<file path="src/pkg/mau_pkg.sv">
package mau_pkg;

  // Datapath and modifier widths
  localparam int MAU_ADDR_W = 16;
  localparam int MAU_SIZE_W = 14;

  // Modifier field positions
  localparam int MAU_SIZE_LSB = 0;
  localparam int MAU_SIZE_MSB = 13;
  localparam int MAU_SEL_LSB = 14;
  localparam int MAU_SEL_MSB = 15;

  // Arithmetic selection held in the top two modifier bits
  localparam logic [1:0] MAU_SEL_FIRST = 2'h0;
  localparam logic [1:0] MAU_SEL_RSVD = 2'h1;
  localparam logic [1:0] MAU_SEL_BOTH = 2'h2;
  localparam logic [1:0] MAU_SEL_LINEAR = 2'h3;

  // Size field values with a special meaning
  localparam logic [13:0] MAU_SIZE_ZERO = 14'h0000;
  localparam logic [13:0] MAU_SIZE_FULL = 14'h3fff;

  // Modifier value after reset: linear updates for every pointer
  localparam logic [15:0] MAU_MOD_RESET = 16'hffff;

  // Pointer register numbers; only the first two may wrap
  localparam logic [1:0] MAU_FIRST_POINTER = 2'h0;
  localparam logic [1:0] MAU_SECOND_POINTER = 2'h1;

  // Step values for the unit updates
  localparam logic [15:0] MAU_STEP_INC = 16'h0001;
  localparam logic [15:0] MAU_STEP_DEC = 16'hffff;
  localparam logic [15:0] MAU_STEP_NONE = 16'h0000;

  // Cycles from a taken request to its answer
  localparam int MAU_LATENCY = 1;

  // Register-indirect addressing modes
  typedef enum logic [2:0] {
    MAU_MODE_INDIRECT = 3'h0,
    MAU_MODE_POST_INC = 3'h1,
    MAU_MODE_POST_DEC = 3'h2,
    MAU_MODE_POST_ADD = 3'h3,
    MAU_MODE_INDEX_OFS = 3'h4,
    MAU_MODE_INDEX_IMM = 3'h5
  } mau_mode_e;

  // Address request from the execution pipeline
  typedef struct packed {
    logic valid;
    logic [1:0] ptr_sel;
    mau_mode_e mode;
    logic [15:0] pointer;
    logic [15:0] offset;
  } mau_req_s;

  // Answer returned to the pipeline
  typedef struct packed {
    logic valid;
    logic [15:0] address;
    logic [15:0] pointer;
    logic write_back;
    logic modulo;
    logic wrap_up;
    logic wrap_down;
  } mau_ans_s;

  // Whole state of the top module
  typedef struct packed {
    logic [15:0] modifier;
    logic reserved;
    mau_ans_s ans;
  } mau_state_s;

  localparam mau_state_s MAU_STATE_RESET = '{
    modifier: MAU_MOD_RESET,
    reserved: 1'b0,
    ans: '0
  };

endpackage : mau_pkg

</file>
<file path="src/rtl/mau_size_mask.sv">
`timescale 1ns/1ns
// Turns size minus one into the 2^k - 1 mask of the bits a wrap may change
module mau_size_mask
  import mau_pkg::*;
(
  // Size field of the modifier
  input wire logic [MAU_SIZE_W-1:0] size_m1_in,
  // Low k bits set
  output logic [MAU_ADDR_W-1:0] mask_out
);

  // Bit i is set when any size bit at or above i is set, giving 2^k >= size
  genvar i;
  generate
    for (i = 0; i < MAU_SIZE_W; i = i + 1) begin : g_smear
      assign mask_out[i] = |size_m1_in[MAU_SIZE_W-1:i];
    end
  endgenerate

  // Buffers never exceed fourteen address bits
  assign mask_out[MAU_ADDR_W-1:MAU_SIZE_W] = '0;

endmodule : mau_size_mask

</file>
<file path="src/rtl/mau_wrap_adder.sv">
`timescale 1ns/1ns
// Adds an offset to the low k bits of a pointer and folds the result once
module mau_wrap_adder
  import mau_pkg::*;
(
  // Operands
  input wire logic [MAU_ADDR_W-1:0] pointer_in,
  input wire logic [MAU_ADDR_W-1:0] offset_in,
  input wire logic [MAU_SIZE_W-1:0] size_m1_in,
  input wire logic [MAU_ADDR_W-1:0] mask_in,
  // Result and fold direction
  output logic [MAU_ADDR_W-1:0] result_out,
  output logic wrap_up_out,
  output logic wrap_down_out
);

  logic [16:0] low_x;
  logic [16:0] off_x;
  logic [16:0] limit_x;
  logic [16:0] size_x;
  logic [16:0] sum_x;
  logic [16:0] fixed_x;

  // One extra bit keeps the sign of the sum; offsets are two's complement
  assign low_x = {1'b0, pointer_in & mask_in};
  assign off_x = {offset_in[MAU_ADDR_W-1], offset_in};
  assign limit_x = {3'h0, size_m1_in};
  assign size_x = limit_x + 17'h0_0001;
  assign sum_x = low_x + off_x;

  // Past the top, including a start already above it, or below the base
  assign wrap_down_out = sum_x[16];
  assign wrap_up_out = !sum_x[16] && (sum_x > limit_x);

  // Only a single fold is possible, so offsets larger than the size misbehave
  always_comb begin
    if (wrap_up_out) begin
      fixed_x = sum_x - size_x;
    end else if (wrap_down_out) begin
      fixed_x = sum_x + size_x;
    end else begin
      fixed_x = sum_x;
    end
  end

  // High bits pass untouched and fix the buffer base
  assign result_out = (pointer_in & ~mask_in) | (fixed_x[15:0] & mask_in);

endmodule : mau_wrap_adder

</file>
<file path="src/rtl/mau_modulo_address_update.sv">
`timescale 1ns/1ns
module mau_modulo_address_update
  import mau_pkg::*;
(
  // Clock and reset
  input wire logic clock_in,
  input wire logic rst_n_in,
  // Modifier register write port
  input wire logic mod_wr_en_in,
  input wire logic [MAU_ADDR_W-1:0] mod_wr_data_in,
  // Address request
  input wire mau_req_s req_in,
  // Modifier readback and status
  output logic [MAU_ADDR_W-1:0] modulo_modifier_out,
  output logic mod_reserved_out,
  // Address answer
  output mau_ans_s ans_out
);

  mau_state_s st_reg;
  mau_state_s st_next;

  logic [1:0] sel_w;
  logic [MAU_SIZE_W-1:0] size_m1_w;
  logic [MAU_ADDR_W-1:0] mask_w;
  logic [MAU_ADDR_W-1:0] step_w;
  logic [MAU_ADDR_W-1:0] wrapped_w;
  logic [MAU_ADDR_W-1:0] linear_w;
  logic [MAU_ADDR_W-1:0] calc_w;
  logic wrap_up_w;
  logic wrap_down_w;
  logic modulo_en;
  logic [1:0] next_sel;
  logic [MAU_SIZE_W-1:0] next_size;
  logic [MAU_ADDR_W-1:0] next_mod;

  // Fields of the live modifier; a write shows up on the next request only
  assign sel_w = st_reg.modifier[MAU_SEL_MSB:MAU_SEL_LSB];
  assign size_m1_w = st_reg.modifier[MAU_SIZE_MSB:MAU_SIZE_LSB];

  // Wrapping needs selection 00 or 10 for the first, only 10 for the second
  always_comb begin
    modulo_en = 1'b0;
    if (req_in.ptr_sel == MAU_FIRST_POINTER) begin
      modulo_en = (sel_w == MAU_SEL_FIRST) || (sel_w == MAU_SEL_BOTH);
    end else if (req_in.ptr_sel == MAU_SECOND_POINTER) begin
      modulo_en = (sel_w == MAU_SEL_BOTH);
    end else begin
      modulo_en = 1'b0;
    end
    if (sel_w == MAU_SEL_LINEAR || sel_w == MAU_SEL_RSVD) begin
      modulo_en = 1'b0;
    end
  end

  // Amount added to the pointer for each mode
  always_comb begin
    case (req_in.mode)
      MAU_MODE_INDIRECT: begin
        step_w = MAU_STEP_NONE;
      end
      MAU_MODE_POST_INC: begin
        step_w = MAU_STEP_INC;
      end
      MAU_MODE_POST_DEC: begin
        step_w = MAU_STEP_DEC;
      end
      MAU_MODE_POST_ADD, MAU_MODE_INDEX_OFS, MAU_MODE_INDEX_IMM: begin
        step_w = req_in.offset;
      end
      default: begin
        step_w = MAU_STEP_NONE;
      end
    endcase
  end

  // Buffer span rounded up to a power of two
  mau_size_mask u_mask (
    .size_m1_in(size_m1_w),
    .mask_out(mask_w)
  );

  // Single-fold modulo adder, resolved in the same cycle as the update
  mau_wrap_adder u_wrap (
    .pointer_in(req_in.pointer),
    .offset_in(step_w),
    .size_m1_in(size_m1_w),
    .mask_in(mask_w),
    .result_out(wrapped_w),
    .wrap_up_out(wrap_up_w),
    .wrap_down_out(wrap_down_w)
  );

  // Linear path for the other pointers and for disabled wrapping
  assign linear_w = req_in.pointer + step_w;
  assign calc_w = modulo_en ? wrapped_w : linear_w;

  // Modifier about to be held, built apart from st_next so no loop runs through the struct
  assign next_mod = mod_wr_en_in ? mod_wr_data_in : st_reg.modifier;
  // Reserved encodings of the value about to be held; behaviour is not defined
  assign next_sel = next_mod[MAU_SEL_MSB:MAU_SEL_LSB];
  assign next_size = next_mod[MAU_SIZE_MSB:MAU_SIZE_LSB];

  // Next state: modifier write, reserved flag and the answer
  always_comb begin
    st_next = st_reg;
    st_next.modifier = next_mod;
    st_next.reserved = 1'b0;
    case (next_sel)
      MAU_SEL_FIRST, MAU_SEL_BOTH: begin
        st_next.reserved = (next_size == MAU_SIZE_ZERO);
      end
      MAU_SEL_RSVD: begin
        st_next.reserved = 1'b1;
      end
      MAU_SEL_LINEAR: begin
        st_next.reserved = (next_size != MAU_SIZE_FULL);
      end
      default: begin
        st_next.reserved = 1'b1;
      end
    endcase
    st_next.ans = '0;
    st_next.ans.valid = req_in.valid;
    if (req_in.valid) begin
      st_next.ans.modulo = modulo_en;
      st_next.ans.wrap_up = modulo_en && wrap_up_w;
      st_next.ans.wrap_down = modulo_en && wrap_down_w;
      case (req_in.mode)
        MAU_MODE_POST_INC, MAU_MODE_POST_DEC, MAU_MODE_POST_ADD: begin
          // Access at the old pointer, then store the updated one
          st_next.ans.address = req_in.pointer;
          st_next.ans.pointer = calc_w;
          st_next.ans.write_back = 1'b1;
        end
        MAU_MODE_INDEX_OFS, MAU_MODE_INDEX_IMM: begin
          // Access at the sum, wrapped only when modulo is enabled, pointer left as it was
          st_next.ans.address = calc_w;
          st_next.ans.pointer = req_in.pointer;
          st_next.ans.write_back = 1'b0;
        end
        default: begin
          // Plain indirect: no arithmetic reaches the pointer
          st_next.ans.address = req_in.pointer;
          st_next.ans.pointer = req_in.pointer;
          st_next.ans.write_back = 1'b0;
          st_next.ans.wrap_up = 1'b0;
          st_next.ans.wrap_down = 1'b0;
        end
      endcase
    end
  end

  // State register
  always_ff @(posedge clock_in) begin
    if (!rst_n_in) begin
      st_reg <= MAU_STATE_RESET;
    end else begin
      st_reg <= st_next;
    end
  end

  // Outputs straight from the state register
  assign modulo_modifier_out = st_reg.modifier;
  assign mod_reserved_out = st_reg.reserved;
  assign ans_out = st_reg.ans;

  // Helpers read only by the checks below
  logic [MAU_ADDR_W-1:0] base_w;
  logic [MAU_ADDR_W-1:0] low_w;
  logic [MAU_ADDR_W-1:0] limit_w;
  logic post_mode;
  assign base_w = req_in.pointer & ~mask_w;
  assign low_w = req_in.pointer & mask_w;
  assign limit_w = {2'h0, size_m1_w};
  assign post_mode = (req_in.mode == MAU_MODE_POST_INC) || (req_in.mode == MAU_MODE_POST_DEC)
    || (req_in.mode == MAU_MODE_POST_ADD);
endmodule : mau_modulo_address_update

</file>
<file path="config.mk">
export PLATFORM = sky130hd
export DESIGN_NAME = mau_modulo_address_update
export DESIGN_NICKNAME = d
export VERILOG_FILES = /design/src/pkg/mau_pkg.sv /design/src/rtl/mau_size_mask.sv /design/src/rtl/mau_wrap_adder.sv /design/src/rtl/mau_modulo_address_update.sv
export SDC_FILE = /design/constraint.sdc
export NUM_CORES = 1
export LEC_CHECK = 0
export ABC_AREA = 1
export BUFFER_PORTS_ARGS = -buffer_cell sky130_fd_sc_hd__buf_2
export CAP_MARGIN = 10
export CORE_UTILIZATION = 45
export DETAILED_ROUTE_END_ITERATION = 7
export PLACE_DENSITY = 0.74
export SKIP_CTS_REPAIR_TIMING = 1
export SLEW_MARGIN = 30
export SYNTH_ARGS = -nofsm -noshare
export SYNTH_HDL_FRONTEND = slang
export SYNTH_SLANG_ARGS = --single-unit
</file>
<file path="constraint.sdc">
create_clock -name clock_in -period 6.3 [get_ports clock_in]
set_input_delay 0.315 -clock clock_in [delete_from_list [all_inputs] [get_ports clock_in]]
set_output_delay 0.315 -clock clock_in [all_outputs]
set_load 0.01 [all_outputs]
</file>
# Yosys cells after proc, flatten, opt, wreduce, memory -nomap -nowiden

Index checks and enable logic that the tools add are counted.

Bits in registers: 54
Input bits: 57
Output and inout bits: 54
Word-level logic and storage cells: 73

Add/sub/neg operators: 5
Order comparisons: 1
Equal/unequal tests: 13
Mux-type cells: 10
Bitwise gates (word level): 5
Reduce and logical (&&, ||, !) cells: 30

Operators by type and width:

| operator                                       | count |
|---|---|
| case mux 33 bit (2 select lines)               | 1 |
| 2-to-1 mux 16 bit                              | 4 |
| case mux 16 bit (3 select lines)               | 1 |
| adder 16 bit                                   | 2 |
| AND 16 x 14 -> 16 bit                          | 2 |
| adder 16 x 17 -> 17 bit                        | 1 |
| > comparator 17 x 14 -> 1 bit                  | 1 |
| AND 16 bit                                     | 1 |
| NOT 14 -> 16 bit                               | 1 |
| OR 16 bit                                      | 1 |
| subtractor 16 bit                              | 1 |
| adder 14 x 1 -> 15 bit (second input constant) | 1 |
| zero test 14 bit                               | 1 |
| != test 14 bit (second input constant)         | 1 |
| OR reduction 14 bit                            | 1 |
| OR reduction 13 bit                            | 1 |
| OR reduction 12 bit                            | 1 |
| OR reduction 11 bit                            | 1 |
| OR reduction 10 bit                            | 1 |
| OR reduction 5 bit                             | 2 |
| OR reduction 3 bit                             | 3 |
| OR reduction 9 bit                             | 1 |
| == test 2 bit (second input constant)          | 4 |
| OR reduction 8 bit                             | 1 |
| 16 further kinds                               | 29 |

# Logic depth before layout (Yosys ltp)

Depth in word-level cells: 11
Mapped depth: 40
Depth with buffers taken out: 40

# Modules after synthesis

A second synthesis with hierarchy kept.

Cells, all modules: 1262
Area, all modules: 7363.3 um2

By module, submodules not included:

| module                    | instances | cells each | area each (um2) | sequential area each (um2) |
|---|---|---|---|---|
| mau_wrap_adder            | 1         | 746        | 3926.3          | 0.0 |
| mau_modulo_address_update | 1         | 469        | 3214.3          | 1081.0 |
| mau_size_mask             | 1         | 47         | 222.7           | 0.0 |

# Least setup slack after synthesis

OpenSTA, ideal clock, no wires.

Kind: register to register
Start: register st_reg (netlist bit modulo_modifier_out[13])
End: register st_reg (netlist bit ans_out[33])
Library setup time: 0.131 ns
Data arrival time: 4.531 ns
Required time: 6.169 ns
Path slack: 1.638 ns
Stages on the path, launching flop included: 39
Path buffers: 1
Period minus slack after synthesis: 4.662 ns
Path through: dfxtp_1 > inv_2 > nand2_2 > nor2_4 > nand3_2 > nor2_1 > inv_1 > nor2_1 > inv_1 > nor2_1 > inv_1 > nor2_1 > nor2_1 > ha_1 > inv_1 > fa_1 > o21ai_0 > a21oi_1 > [3 not listed] > nand3_1 > nand2_1 > xnor2_1 > inv_1 > ha_1 > clkbuf_1 > inv_1 > a211oi_1 > nand3_1 > a21oi_1 > nor2_1 > nor2_1 > nand3b_1 > nand3_1 > nand3_1 > nand2_1 > nand2_1 > a21oi_1

Cells in the longest elaborated chain, start to end: 10
Elaborated cells on any way between the ends: 29
Classes of those cells: add/sub: 4; order compare: 1; mux: 4; bitwise: 5; reduce/logical: 15

RTL lines:

| item                                                          | line                                       | source |
|---|---|---|
| from (decl)                                                   | mau_modulo_address_update.sv:20            | `mau_state_s st_reg;` |
| from (signal assigned)                                        | mau_modulo_address_update.sv:159           | `st_reg <= st_next;` |
| OR reduction 14 bit, or another cell as far along             | mau_size_mask.sv:16                        | `assign mask_out[i] = \|size_m1_in[MAU_SIZE_W-1:i];` |
| AND 16 x 14 -> 16 bit                                         | n/a                                        |  |
| adder 16 x 17 -> 17 bit                                       | mau_wrap_adder.sv:29                       | `assign sum_x = low_x + off_x;` |
| adder 16 bit, or another cell as far along                    | mau_wrap_adder.sv:40                       | `fixed_x = sum_x + size_x;` |
| 2-to-1 mux 16 bit / logical AND 1 bit (equally long branches) | mau_wrap_adder.sv:39, mau_wrap_adder.sv:33 |  |
| 2-to-1 mux 16 bit                                             | mau_wrap_adder.sv:37                       | `if (wrap_up_out) begin` |
| AND 16 x 14 -> 16 bit                                         | mau_wrap_adder.sv:47                       | `assign result_out = (pointer_in & ~mask_in) \| (fixed_x[15:0] & mask_in);` |
| OR 16 bit (*)                                                 | mau_wrap_adder.sv:47                       |  |
| 2-to-1 mux 16 bit (*)                                         | mau_modulo_address_update.sv:96            | `assign calc_w = modulo_en ? wrapped_w : linear_w;` |
| case mux 33 bit (2 select lines) (*)                          | mau_modulo_address_update.sv:129           | `case (req_in.mode)` |

Mark *: on every way between the ends. The rest lies on a longest branch, timed or not.
A chain may end at the register's enable or synchronous reset.

# Worst setup path in the final report

Start: register st_reg (netlist bit modulo_modifier_out[8])
End: register st_reg (netlist bit ans_out[29])

Cells in the longest elaborated chain, start to end: 10
Elaborated cells on any way between the ends: 23
Classes of those cells: add/sub: 4; order compare: 1; mux: 4; bitwise: 3; reduce/logical: 11

RTL lines:

| item                                                          | line |
|---|---|
| OR reduction 14 bit, or another cell as far along             | mau_size_mask.sv:16 |
| AND 16 x 14 -> 16 bit                                         | n/a |
| adder 16 x 17 -> 17 bit                                       | mau_wrap_adder.sv:29 |
| adder 16 bit, or another cell as far along                    | mau_wrap_adder.sv:40 |
| 2-to-1 mux 16 bit / logical AND 1 bit (equally long branches) | mau_wrap_adder.sv:39, mau_wrap_adder.sv:33 |
| 2-to-1 mux 16 bit (*)                                         | mau_wrap_adder.sv:37 |
| AND 16 x 14 -> 16 bit (*)                                     | mau_wrap_adder.sv:47 |
| OR 16 bit (*)                                                 | mau_wrap_adder.sv:47 |
| 2-to-1 mux 16 bit (*)                                         | mau_modulo_address_update.sv:96 |
| case mux 33 bit (2 select lines) (*)                          | mau_modulo_address_update.sv:129 |

Marked as above.

==> reports/qor.txt <==
die span in y: 118 microns
hpwl dp: 14400 microns
I/O Pins: 111
Worst EP arrival: 6000 ps
ys async rst share: 0
Die Wd: 118 microns
CP required: 6530 ps
layout cell share with drive strength beyond 1: 0.150
GRT Residual Overflow: 0
Crit Path Class: flip-flop to flip-flop
FF+latch count, synth: 54
first drt pass iteration count: 7
drt wl/cell: 14.0 microns
Sink Count: 54
Final Skew: 14.7 ps
Routed WL: 17300 microns
pin slew with the least headroom to its limit: 866 ps
CTS tree: done
RR Endpoint: ans_out[29]
first-pass GRT wire length: 28100 microns
Yosys top cell area share: 0.179
initial antenna violation count: 0
Clock Power Share: 0.173
vias in the first global route: 5787
RR Startpoint: modulo_modifier_out[8]
Hold EP: modulo_modifier_out[15]
Remaining DRCs: 0
Area contributors post-synth: dfxtp_1 18%, ha_1 14%, nand2_1 14%
FF-to-FF path depth: 39
max-cap viol count: 0
Worst slew margin: 0.422
RSZ-0062 raised after global routing: no
Worst Setup End Kind: flip-flop
core region area: 0.0129 sq mm
maximum single-stage delay on the critical path: 390 ps
worst hold path class: input port to flip-flop
CTS Root Cell: clkbuf_16
R2R setup slack: 520 ps
Yosys top cell by area: dfxtp_1
sequential area share after synthesis: 0.179
Pint: 850 uW
DR vias/cell: 5.15
synth warn: 0
Layout area overhead: 13.4%
setup TNS: 0 ps
Routed Antenna Nets: 0
Post-synth top flop: dfxtp_1
Syn Inst Count: 967
Crit path top cell by count: nand2_1
mapped cell area: 0.00604 sq mm
Post-synth EDFFs: 0
Die ar.: 0.0139 sq mm
H-tree levels: 2
Final Slew Violations: 0
Final Hold Viols: 0
P_leak: 0.00377 uW
run status: finished clean
sequential group share of total power: 0.232
cell row count: 41
largest net degree at the start of global routing: 32
DR vias: 6350
Fin Hold WS: 241 ps
setup violators final: 0
ANT cells: 0
VDD IR max: 0.167 mV
Setup crit start: modulo_modifier_out[8]
clk buf depth: 2
post-synthesis cell type count: 47
sw frac: 0.475
worst hold path depth: 3
fmax: 173 MHz
GR Util All Layers: 0.249
syn nets: 1097
CTS Buf Count: 5
Critical-path top delay cell: xor2_1
Iteration-0 DRC Markers: 467
CTS clk-pin slew, worst paths: 70 ps
Initial Utilization: 0.469
Final period util: 0.917
Hold Startpoint: mod_wr_data_in[15]
Power Density: 237 mW/mm^2
GP Congestion: 0.939
PortBufs: 110
nets@finish: 1191
Tmin final: 5780 ps
switching power: 770 uW
Logic pwr share: 0.595
critical path launch point type: flip-flop
Syn Area/Cell: 6.25 sq um
Skew-Pair Late Insertion Delay: 310 ps
critical path peak fanout: 11
==> cell families after synthesis <==
group           Yosys count  share of synthesized area
buf+inv                 167                      0.106
mux                       1                    0.00166
compound gates          205                      0.188
simple gates            429                      0.312
fa+ha+maj                73                      0.156
xor+xnor                 38                     0.0563
flops                    54                      0.179
==> cell type report <==
| type | count | area [sq um] |
|---|---|---|
| fill | 1343 | 6030 |
| multi-input combinational | 746 | 4320 |
| sequential | 54 | 1080 |
| timing repair buffer | 111 | 558 |
| inverter | 143 | 537 |
| tap | 172 | 215 |
| clock buffer | 5 | 125 |
| clock inverter | 2 | 15.0 |
==> sequential cells by signal (all words and copies together) (netlist names) <==
| signal | flops |
|---|---|
| modulo_modifier_out | 16 |
| ans_out | 37 |
| mod_reserved_out | 1 |
==> per-layer routing <==
layer	share of wire	GRT usage	vias to the layer above	wire length (microns)
met5	0	0	-	0
met4	0.022	0.0753	0	372
met3	0.060	0.0373	24	1030
met2	0.43	0.404	206	7360
met1	0.49	0.338	2759	8500
li1	-	-	3361	-
==> worst max-delay path by stage <==
stage                   to  slack [ps]  cells past startpoint
4_1_cts        ans_out[29]         630                     39
2_1_floorplan  ans_out[33]        1640                     38
3_5_place_dp   ans_out[29]         680                     39
6_report       ans_out[29]         520                     39
5_1_grt        ans_out[31]          60                     39
3_3_place_gp   ans_out[33]         640                     36
==> synth_stat cells (2+ instances only) <==
library cell,number
nand2_1,228
inv_1,137
nor2_1,84
a21oi_1,80
o21ai_0,70
ha_1,69
dfxtp_1,54
nand3_1,52
xor2_1,32
clkbuf_1,21
o21ai_1,17
nor3_1,16
nand4_1,14
nand2_2,8
inv_2,6
nor4_1,6
o22ai_1,6
or2_2,6
xnor2_1,5
a21o_1,4
fa_1,4
o31ai_1,4
a211oi_1,3
a31oi_1,3
nand2_4,3
nand3_2,3
nand3b_1,3
o21ai_2,3
o21bai_1,3
a21oi_2,2
buf_6,2
nand4_2,2
nor3_2,2
o211ai_1,2
==> power by group through the flow <==
stage               Sequential [uW]  Clock (uW)  Combinational [uW]
floorplan                       392           0                 710
global placement                383           0                 943
detailed placement              384           0                 944
CTS                             376         284                 948
global route                    378         297                1080
finish                          376         280                 964
==> worst max-delay path, delay by kind of cell, from the launching register on <==
kind	cells	cell delay [ps]
flip-flops	1	380
adder cells (fa/ha/maj)	3	720
AO/OA/AOI/OAI	5	630
buffers and inverters	6	650
AND/OR/NAND/NOR	24	2900
XOR/XNOR	1	390
==> layout by cell type (no fill, tap or decap), drive strengths merged, types with 4 or more instances in the layout <==
cell type,count
a21o,4
a21oi,83
buf,111
clkbuf,5
dfxtp,54
fa,4
ha,69
inv,143
nand2,239
nand3,55
nand4,17
nor2,85
nor3,18
nor4,6
o21ai,90
o21bai,4
o22ai,6
o31ai,4
or2,6
xnor2,5
xor2,33
==> metrics by stage <==
step / cell area (sq um) / setup slack (ps) / instances / utilization / power [uW]
5_1_grt: 6850 / 61.4 / 1233 / 0.532 / 1750
6_report: 6850 / 524 / 1233 / 0.532 / 1620
3_3_place_gp: 6710 / 643 / 1226 / 0.521 / 1330
3_5_place_dp: 6710 / 675 / 1226 / 0.521 / 1330
4_1_cts: 6850 / 626 / 1233 / 0.532 / 1610
2_1_floorplan: 6040 / 1640 / 967 / - / 1100
No activity file was read; power rests on OpenSTA's default activity.
